## src/shared/pport_pkg.sv

```systemverilog
// shared constants, types and configuration layout for the parallel port
package pport_pkg;
    localparam int CLK_PERIOD_NS = 20;
    // pulse and filter times in ns, as printed
    localparam int ACK_NARROW_NS = 500;
    localparam int ACK_MEDIUM_NS = 1000;
    localparam int ACK_WIDE_NS = 3000;
    localparam int INIT_SHORT_NS = 3000;
    localparam int INIT_LONG_NS = 50000;
    // least times round up to whole cycles
    localparam int ACK_NARROW_CYC =
        (ACK_NARROW_NS + CLK_PERIOD_NS - 1) / CLK_PERIOD_NS;
    localparam int ACK_MEDIUM_CYC =
        (ACK_MEDIUM_NS + CLK_PERIOD_NS - 1) / CLK_PERIOD_NS;
    localparam int ACK_WIDE_CYC =
        (ACK_WIDE_NS + CLK_PERIOD_NS - 1) / CLK_PERIOD_NS;
    localparam int INIT_SHORT_CYC =
        (INIT_SHORT_NS + CLK_PERIOD_NS - 1) / CLK_PERIOD_NS;
    localparam int INIT_LONG_CYC =
        (INIT_LONG_NS + CLK_PERIOD_NS - 1) / CLK_PERIOD_NS;
    localparam int CNT_W = 12;
    // extensibility bytes seen during negotiation
    localparam logic [7:0] XREQ_NIBBLE = 8'h00;
    localparam logic [7:0] XREQ_ECP = 8'h10;

    typedef enum logic [1:0] {ACK_NARROW, ACK_MEDIUM, ACK_WIDE} ack_width_t;
    typedef enum logic [1:0] {INIT_OFF, INIT_SHORT, INIT_LONG} init_filt_t;
    typedef enum logic [1:0] {MODE_COMPAT, MODE_NIBBLE, MODE_ECP} xfer_mode_t;

    typedef struct packed {
        logic if_en;
        logic bidir;
        logic ecp_en;
        ack_width_t ack_width;
        logic busy_while;
        init_filt_t init_filt;
        logic offline_rx;
    } pport_cfg_t;

    localparam pport_cfg_t CFG_DEFAULT = '{
        if_en: 1'b1, bidir: 1'b1, ecp_en: 1'b1, ack_width: ACK_NARROW,
        busy_while: 1'b0, init_filt: INIT_OFF, offline_rx: 1'b0};

    // host-driven pins, all active as on the cable
    typedef struct packed {
        logic strobe_n;
        logic init_n;
        logic selin_n;
        logic autofd_n;
        logic [7:0] data;
    } host_pins_t;

    // printer condition fed in by firmware
    typedef struct packed {
        logic online;
        logic paper_out;
        logic alarm;
    } prn_status_t;
endpackage

```

## src/rtl/pport_rx.sv

```systemverilog
// printer side of the byte-wide parallel host port
// Behaviour
// capture data byte on strobe, hand to buffer
// busy while processing or alarm; ack pulses
// fault on paper out or alarm
// compatibility, nibble and ECP modes supported
// forward-only setting blocks reverse data
// ack width narrow, medium or wide
// busy released at end or centre of ack
// short init filter needs 3us low
// long filter 50us; disabled ignores init
// offline receive setting gates reception
// settings come from non-volatile store
// interface and ECP enables, default enabled
module pport_rx
    import pport_pkg::*;
(
    // clock and reset
    input wire logic clk_i,
    input wire logic sys_rst_i,
    // host pins
    input wire host_pins_t host_i,
    // printer status and stored settings
    input wire prn_status_t status_i,
    input wire pport_cfg_t nvm_cfg_i,
    input wire logic nvm_load_i,
    // received bytes towards the receive buffer
    output logic rx_valid_o,
    output logic [7:0] rx_data_o,
    input wire logic rx_ready_i,
    // reverse bytes from the printer
    input wire logic rev_valid_i,
    input wire logic [7:0] rev_data_i,
    output logic rev_ready_o,
    // printer pins
    output logic ack_n_o,
    output logic busy_o,
    output logic paper_end_o,
    output logic select_o,
    output logic fault_n_o,
    output logic [3:0] rev_nibble_o,
    // status to firmware
    output logic init_req_o,
    output xfer_mode_t mode_o
);
    typedef enum logic [2:0] {S_IDLE, S_HAND, S_ACK, S_REV_ACK} fsm_t;

    typedef struct packed {
        host_pins_t sync1;
        host_pins_t sync2;
        host_pins_t prev;
        fsm_t fsm;
        logic [CNT_W-1:0] ack_cnt;
        logic [CNT_W-1:0] init_cnt;
        logic init_done;
        logic [7:0] byte_q;
        logic rx_valid;
        logic [3:0] nibble;
        logic hi_half;
        logic rev_take;
        logic init_req;
        logic cfg_loaded;
        pport_cfg_t cfg;
        xfer_mode_t mode;
    } state_t;

    state_t s_reg;
    state_t s_next;

    function automatic logic [CNT_W-1:0] ack_cycles(ack_width_t w);
        unique case (w)
            ACK_MEDIUM: ack_cycles = CNT_W'(ACK_MEDIUM_CYC);
            ACK_WIDE: ack_cycles = CNT_W'(ACK_WIDE_CYC);
            default: ack_cycles = CNT_W'(ACK_NARROW_CYC);
        endcase
    endfunction

    function automatic logic [CNT_W-1:0] init_cycles(init_filt_t f);
        init_cycles = (f == INIT_LONG) ? CNT_W'(INIT_LONG_CYC)
                                       : CNT_W'(INIT_SHORT_CYC);
    endfunction

    logic stb_fell;
    logic accept_ok;
    logic rev_req;
    logic [CNT_W-1:0] ack_len;

    // ****************************************************************
    // combinational next state
    // ****************************************************************
    always_comb begin
        s_next = s_reg;
        s_next.sync1 = host_i;
        s_next.sync2 = s_reg.sync1;
        s_next.prev = s_reg.sync2;
        s_next.init_req = 1'b0;
        s_next.rev_take = 1'b0;
        ack_len = ack_cycles(s_reg.cfg.ack_width);
        stb_fell = s_reg.prev.strobe_n && !s_reg.sync2.strobe_n;
        // offline bytes are held off by busy; a strobe sent anyway is ignored, not queued
        accept_ok = s_reg.cfg.if_en && !status_i.alarm
            && (status_i.online || s_reg.cfg.offline_rx);
        rev_req = s_reg.mode != MODE_COMPAT && s_reg.cfg.bidir
            && !s_reg.sync2.autofd_n && s_reg.prev.autofd_n;

        // settings are reapplied from the store after every reset
        if (!s_reg.cfg_loaded || nvm_load_i) begin
            s_next.cfg = nvm_cfg_i;
            s_next.cfg_loaded = 1'b1;
        end

        // negotiation: select-in rising latches the extensibility byte
        if (s_reg.sync2.selin_n && !s_reg.prev.selin_n
                && s_reg.fsm == S_IDLE) begin
            if (s_reg.sync2.data == XREQ_ECP && s_reg.cfg.ecp_en
                    && s_reg.cfg.bidir) begin
                s_next.mode = MODE_ECP;
            end else if (s_reg.sync2.data == XREQ_NIBBLE
                    && s_reg.cfg.bidir) begin
                s_next.mode = MODE_NIBBLE;
            end else begin
                s_next.mode = MODE_COMPAT;
            end
        end else if (!s_reg.sync2.selin_n) begin
            s_next.mode = MODE_COMPAT;
        end

        if (s_reg.rx_valid && rx_ready_i) begin
            s_next.rx_valid = 1'b0;
        end

        unique case (s_reg.fsm)
            S_IDLE: begin
                if (stb_fell && accept_ok
                        && s_reg.mode != MODE_NIBBLE) begin
                    s_next.byte_q = s_reg.sync2.data;
                    s_next.rx_valid = 1'b1;
                    s_next.fsm = S_HAND;
                end else if (rev_req && rev_valid_i) begin
                    s_next.nibble = s_reg.hi_half ? rev_data_i[7:4]
                                                  : rev_data_i[3:0];
                    s_next.ack_cnt = ack_len;
                    s_next.fsm = S_REV_ACK;
                end
            end
            S_HAND: begin
                // ack only once the buffer has taken the byte
                if (!s_reg.rx_valid) begin
                    s_next.ack_cnt = ack_len;
                    s_next.fsm = S_ACK;
                end
            end
            S_ACK: begin
                s_next.ack_cnt = s_reg.ack_cnt - 1'b1;
                if (s_reg.ack_cnt == CNT_W'(1)) begin
                    s_next.fsm = S_IDLE;
                end
            end
            S_REV_ACK: begin
                s_next.ack_cnt = s_reg.ack_cnt - 1'b1;
                if (s_reg.ack_cnt == CNT_W'(1)) begin
                    s_next.fsm = S_IDLE;
                    s_next.hi_half = !s_reg.hi_half;
                    s_next.rev_take = s_reg.hi_half;
                end
            end
            default: s_next.fsm = S_IDLE;
        endcase

        // init filter: one request per low period once held long enough
        if (s_reg.sync2.init_n || s_reg.cfg.init_filt == INIT_OFF) begin
            s_next.init_cnt = '0;
            s_next.init_done = 1'b0;
        end else if (!s_reg.init_done) begin
            s_next.init_cnt = s_reg.init_cnt + 1'b1;
            if (s_reg.init_cnt + 1'b1
                    >= init_cycles(s_reg.cfg.init_filt)) begin
                s_next.init_req = 1'b1;
                s_next.init_done = 1'b1;
                s_next.fsm = S_IDLE;
                s_next.mode = MODE_COMPAT;
                s_next.hi_half = 1'b0;
            end
        end
    end

    always_ff @(posedge clk_i) begin
        if (sys_rst_i) begin
            s_reg <= '{sync1: '1, sync2: '1, prev: '1, fsm: S_IDLE,
                cfg: CFG_DEFAULT, mode: MODE_COMPAT, default: '0};
        end else begin
            s_reg <= s_next;
        end
    end

    // ****************************************************************
    // outputs
    // ****************************************************************
    logic busy_hand;
    always_comb begin
        unique case (s_reg.fsm)
            S_IDLE: busy_hand = 1'b0;
            S_HAND: busy_hand = 1'b1;
            // while option drops busy at the centre of the pulse
            S_ACK: busy_hand = !s_reg.cfg.busy_while
                || s_reg.ack_cnt > (ack_len >> 1);
            default: busy_hand = 1'b1;
        endcase
    end

    assign busy_o = busy_hand || !accept_ok;
    assign ack_n_o = !(s_reg.fsm == S_ACK || s_reg.fsm == S_REV_ACK);
    assign fault_n_o = !(status_i.paper_out || status_i.alarm);
    assign paper_end_o = status_i.paper_out;
    assign select_o = status_i.online;
    assign rx_valid_o = s_reg.rx_valid;
    assign rx_data_o = s_reg.byte_q;
    assign rev_nibble_o = s_reg.nibble;
    assign rev_ready_o = s_reg.rev_take;
    assign init_req_o = s_reg.init_req;
    assign mode_o = s_reg.mode;

    // ****************************************************************
    // checks
    // ****************************************************************
    logic [CNT_W-1:0] low_cnt;
    always_ff @(posedge clk_i) begin
        if (sys_rst_i || ack_n_o) begin
            low_cnt <= '0;
        end else begin
            low_cnt <= low_cnt + 1'b1;
        end
    end
endmodule

```

## config.mk

```make
export PLATFORM = sky130hd
export DESIGN_NAME = pport_rx
export DESIGN_NICKNAME = d
export VERILOG_FILES = /design/src/shared/pport_pkg.sv /design/src/rtl/pport_rx.sv
export SDC_FILE = /design/constraint.sdc
export NUM_CORES = 1
export LEC_CHECK = 0
export ABC_AREA = 0
export BUFFER_PORTS_ARGS = -buffer_cell sky130_fd_sc_hd__buf_2
export CORE_AREA = 2 2 119 121
export CTS_CLUSTER_SIZE = 40
export DETAILED_ROUTE_END_ITERATION = 7
export DIE_AREA = 0 0 121 123
export PLACE_DENSITY_LB_ADDON = 0.3
export SETUP_SLACK_MARGIN = 0.05
export SLEW_MARGIN = 20
export SYNTH_ARGS = -nofsm -noshare
export SYNTH_HDL_FRONTEND = slang
export SYNTH_SLANG_ARGS = --single-unit
```

## constraint.sdc

```tcl
create_clock -name clk_i -period 3.3 [get_ports clk_i]
set_input_delay 0.825 -clock clk_i [delete_from_list [all_inputs] [get_ports clk_i]]
set_output_delay 0.825 -clock clk_i [all_outputs]
set_load 0.05 [all_outputs]
```

Yosys cells after proc, flatten, opt, wreduce, memory -nomap -nowiden
Index checks and enable logic that the tools add are counted.
{"block": "classes", "addsub": 2, "n_reduce_logical": 44, "n_eq_ne": 12, "n_bitwise": 3, "muxes": 33, "order_cmp": 2}
{"operator": "one-hot mux 12 bit (3 select lines)", "count": 1}
{"operator": "two-way mux 15 bit", "count": 2}
{"operator": "two-way mux 12 bit", "count": 2}
{"operator": "two-way mux 2 bit", "count": 8}
{"operator": "one-hot mux 8 bit (2 select lines)", "count": 1}
{"operator": "logical AND 1 bit", "count": 15}
{"operator": "two-way mux 3 bit", "count": 5}
{"operator": "adder 12 x 1 -> 12 bit (second input constant)", "count": 1}
{"operator": "== test 12 x 1 -> 1 bit (second input constant)", "count": 1}
{"operator": "greater-or-equal comparator 12 bit", "count": 1}
{"operator": "greater-than comparator 12 x 11 -> 1 bit", "count": 1}
{"operator": "two-way mux 4 bit", "count": 3}
{"operator": "subtractor 12 x 1 -> 12 bit (second input constant)", "count": 1}
{"operator": "logical NOT 1 bit", "count": 10}
{"operator": "one-hot mux 3 bit (3 select lines)", "count": 1}
{"operator": "== test 8 x 5 -> 1 bit (second input constant)", "count": 1}
{"operator": "logical NOT 8 bit", "count": 1}
{"operator": "two-way mux 1 bit", "count": 8}
{"operator": "logical OR 1 bit", "count": 7}
{"operator": "== test 3 x 2 -> 1 bit (second input constant)", "count": 2}
{"operator": "OR reduction 3 bit", "count": 2}
{"operator": "two-way mux 5 bit", "count": 1}
{"operator": "== test 2 bit (second input constant)", "count": 2}
{"operator": "!= test 2 x 1 -> 1 bit (second input constant)", "count": 2}
{"operator": "other kinds (13)", "count": 17}
{"block": "word_totals", "wordCells": 128, "reg_bits": 83, "output_inout_bits": 22, "inputBits": 37}

Logic depth before layout (Yosys ltp)
{"block": "logic_depth", "depth_word": 11, "ltp_mapped": 12, "ltp_nobuf": 12}

Worst setup path before layout
Ideal clock, no wire load.
{"block": "synth_timing", "path_type": "register -> output", "start": "register s_reg[6] (netlist name)", "end": "output busy_o", "arrival_ns": 2.130, "path_stages_with_launch": 10, "required_ns": 2.475, "path_slack_ns": 0.345, "cell_sequence": "dfxtp_1 -> inv_1 -> ha_1 -> inv_1 -> ha_1 -> o21ai_0 -> a21oi_1 -> o31a_1 -> o21ai_0 -> a21oi_1"}
{"block": "synth_between", "elab_chain_cells": 6, "word_cells_on_any_way": 7, "classes_between": "1 x order compare; 2 x eq/ne; 2 x mux; 2 x reduce/logical"}
{"item": "from (decl)", "line_no": "pport_rx.sv:67", "source": "state_t s_reg;"}
{"item": "from (signal assigned)", "line_no": "pport_rx.sv:189", "source": "s_reg <= '{sync1: '1, sync2: '1, prev: '1, fsm: S_IDLE,"}
{"item": "from (signal assigned)", "line_no": "pport_rx.sv:192", "source": "s_reg <= s_next;"}
{"item": "== test 2 bit or == test 2 x 1 -> 1 bit (tied branches)", "line_no": "pport_rx.sv:71", "source": "unique case (w)"}
{"item": "one-hot mux 8 bit (2 select lines) (*)", "line_no": "pport_rx.sv:71"}
{"item": "greater-than comparator 12 x 11 -> 1 bit (*)", "line_no": "pport_rx.sv:206", "source": "|| s_reg.ack_cnt > (ack_len >> 1);"}
{"item": "logical OR 1 bit (*)", "line_no": "pport_rx.sv:206"}
{"item": "one-hot mux 1 bit (2 select lines) (*)", "line_no": "pport_rx.sv:201", "source": "unique case (s_reg.fsm)"}
{"item": "logical OR 1 bit (*)", "line_no": "pport_rx.sv:211", "source": "assign busy_o = busy_hand || !accept_ok;"}
{"item": "to (decl)", "line_no": "pport_rx.sv:37", "source": "output logic busy_o,"}
Mark *: on every way between the ends. The rest lies on a longest branch, timed or not.

Final worst setup path
{"block": "layout_timing", "start": "input status_i[0] (netlist name)", "end": "output busy_o"}
{"block": "layout_between", "elab_chain_cells": 5}
{"item": "from (decl)", "line_no": "pport_rx.sv:24", "source": "input wire prn_status_t status_i,"}
{"item": "logical NOT 1 bit", "line_no": "pport_rx.sv:101", "source": "accept_ok = s_reg.cfg.if_en && !status_i.alarm"}
{"item": "logical AND 1 bit", "line_no": "pport_rx.sv:101"}
{"item": "logical AND 1 bit", "line_no": "pport_rx.sv:102", "source": "&& (status_i.online || s_reg.cfg.offline_rx);"}
{"item": "logical NOT 1 bit", "line_no": "pport_rx.sv:211"}
{"item": "logical OR 1 bit", "line_no": "pport_rx.sv:211"}
Every way passes these cells.

==> out/metrics.cfg <==
[run_status]
status = completed

[synthesis]
ys_types = 56
syn_area_mm2 = 0.00389
ys_top_cells_by_count = 83 x dfxtp_1, 48 x nor2_1, 40 x nand2_1, 33 x a21oi_1, 28 x or2_2
synth-edff-count = 0
yosysSeqAreaShare_pct = 42.7
async_reset_ff_share_pct = 0
post-synth-top-count-cell = dfxtp_1
synth_top_area_share_pct = 42.7
synth-seq-cells = 83
synth_area_leaders = dfxtp_1 43%, ha_1 4.8%, nor2_1 4.6%
postSynthCellCount = 452
ys.flop_type = dfxtp_1
syn_avg_cell_area_um2 = 8.61
synth_top_cell_by_area = dfxtp_1
synth_nets = 504
ys_warn_count = 0

[clock_network]
cts_sinks = 83
root_buffer = clkbuf_16
cts_max_path_buffers = 2
cts_tree = built
postCtsHoldBufs = 0
htreeDepth = 3
numCtsBuffers = 9
clk_pin_slew_ps = 70
clk_latency_ps = 340

[cells_and_area]
design_area_mm2 = 0.00454
n_fill_cell = 1400
largest_reg_flops = 42
drive_gt1_share_pct = 24.2
fin_nets = 542
fin_util_pct = 33.4
area_growth_pct = 16.7
finalNonFillerCells = 675
diodes = 0

[power]
power_frac_comb_pct = 5.6
p_leak_nw = 1.75
seqPwrFrac_pct = 48.1
peakVddDrop_mv = 0.214
sw_frac_of_total_pct = 25.3
powerDensity_mw_per_mm2 = 476
clkPwrFrac_pct = 46.3
p_sw_w = 0.000548
p_int_w = 0.00162

[sta]
rsz0062_at_grt = false
post-route-period-util_pct = 93.9
setup_viol = 0
slew_violations = 0
hold_violations = 0
slew_headroom_pct = 55.0
fmax_ghz = 0.323
setup_tns_ps = 0
fin_crit_ps = 3100
fin_ws_ps = 203
skew_ps = 8.08
worst_pin_slew_ps = 673

[global_routing]
grtUsageTotal_pct = 12.1
first_global_vias = 2997
grt_first_pass_wirelength_mm = 14.2
overflow = 0
grt_max_degree = 54
antenna_found_initial = 0

[setup_path]
cp-start-kind = primary input
critPathBufInv = 2
critical-path-top-delay-family = simple AND/OR/NAND/NOR gates
end_kind = output port
path_cells = buf_2 > nand2b_1 > or4_1 > nor4bb_1 > a21oi_1 > buf_4
cp_max_fo = 2
crit_required_ps = 2470
max_stage_delay_ps = 540
critPathSlowestCell = or4_1
worst_ep_arrival_time_ps = 2270
crit_type = in2out

[floorplanning]
die-height_um = 123
die_w_um = 121
die_area_mm2 = 0.0149
num_rows = 43
initial_core_util_pct = 28.6
io_pins = 59
core_area_mm2 = 0.0136

[placed_design]
dp_slack_ps = 163
dpl.cell_count = 659
dp_hpwl_mm = 6.48
gp_congestion = 0.840
dpl_cell_area_mm2 = 0.00423
io_buffers = 58

[detailed_routing]
drcViolationCount = 0
vias = 3196
post_drt_wl_per_cell_um = 13.2
vias_per_cell = 4.73
dr.pass1.iters = 4
ant_nets = 0
drt-total-wl_mm = 8.90
drt_iter0_drc = 171

[min_path]
hold_path_class = reg2reg

[flow_run]
cap_violations = 0

worst register-to-register path, stage by stage (launching register included):
cell	delay, ps
dfxtp_2	390
ha_2	250
nand3_1	130
inv_1	80
nand3_1	160
xnor2_1	190
ha_1	330
nand2_1	100
or4_1	510
o2111a_1	160
or4_1	440
a211oi_2	190
cell families (layout without fill, tap and decap cells):
group | Yosys count | after routing | synth area share, %
AOI/OAI and AO/OA | 73 | 73 | 12.5
xor gates and xnor gates | 21 | 21 | 4.73
adders and majority gates | 15 | 15 | 4.82
buffers and inverters | 52 | 95 | 7.07
DFF | 83 | 83 | 42.7
muxes | 6 | 6 | 1.54
other | 1 | 1 | 0.0963
and+or+nand+nor | 201 | 201 | 26.6
metrics by stage:
step	hold WS [ps]	total power (W)
floorplan	389	0.00114
global placement	394	0.00118
detailed placement	394	0.00118
CTS	410	0.00220
global route	410	0.00225
finish	409	0.00216
worst paths after layout:
kind,startpoint,endpoint,slack (ps),cells after the start
max,status_i[0],busy_o,200,6
min,s_next[74],s_next[62],410,1
max reg2reg,s_reg[30],init_req_o,280,11
min reg2reg,s_next[74],s_next[62],410,1
cell type report:
type	instances	area [µm²]	share of cell area, %
flip-flops and latches	83	1670	36.7
clock buffers	9	225	4.96
repair buffers	62	323	7.11
clock inverters	7	76.3	1.68
multi-input cells	317	1960	43.2
well taps	180	225	4.96
inverters	17	63.8	1.40
power groups by stage:
stage / clock network [W] / registers, W / logic [W]
after floorplan: 0 / 0.00106 / 0.0000827
after global placement: 0 / 0.00106 / 0.000119
after detailed placement: 0 / 0.00106 / 0.000121
after CTS: 0.00104 / 0.00104 / 0.000122
after global routing: 0.00108 / 0.00104 / 0.000136
final: 0.00100 / 0.00104 / 0.000122
timing repair:
item / in CTS / in global routing
setup buffers: 0 / 0
endpoints found under the hold margin: 0 / 0
resized for setup: 0 / 9
setup endpoints to repair: 0 / 3
cell usage in the layout, fill, tap and decap left out, types with 3 or more instances in the layout:
master | netlist | final
nand3_1 | 19 | 19
inv_8 | 0 | 3
nor2_1 | 48 | 48
or2_2 | 28 | 28
ha_1 | 15 | 14
clkbuf_16 | 0 | 9
xnor2_1 | 9 | 9
o31ai_1 | 3 | 3
dfxtp_1 | 83 | 80
mux2i_1 | 6 | 6
dfxtp_2 | 0 | 3
a211oi_1 | 5 | 5
buf_2 | 2 | 57
o21ai_0 | 10 | 9
nor4_1 | 6 | 6
nand2b_1 | 8 | 8
xor2_1 | 12 | 12
buf_4 | 16 | 5
nand2_1 | 40 | 40
o22ai_1 | 3 | 3
a21oi_1 | 33 | 33
or3_1 | 6 | 6
nor3b_1 | 5 | 4
or4_1 | 3 | 3
nor3_1 | 15 | 15
nor2b_1 | 3 | 3
a31oi_1 | 3 | 3
nand4_1 | 8 | 8
inv_1 | 15 | 14
per-layer routing:
metal / GRT usage (%) / routed length, µm
met3: 2.26 / 328
met4: 6.69 / 279
met1: 15.1 / 4230
met5: 0 / 0
met2: 19.8 / 4060
Power figures use the tool's default switching activity.
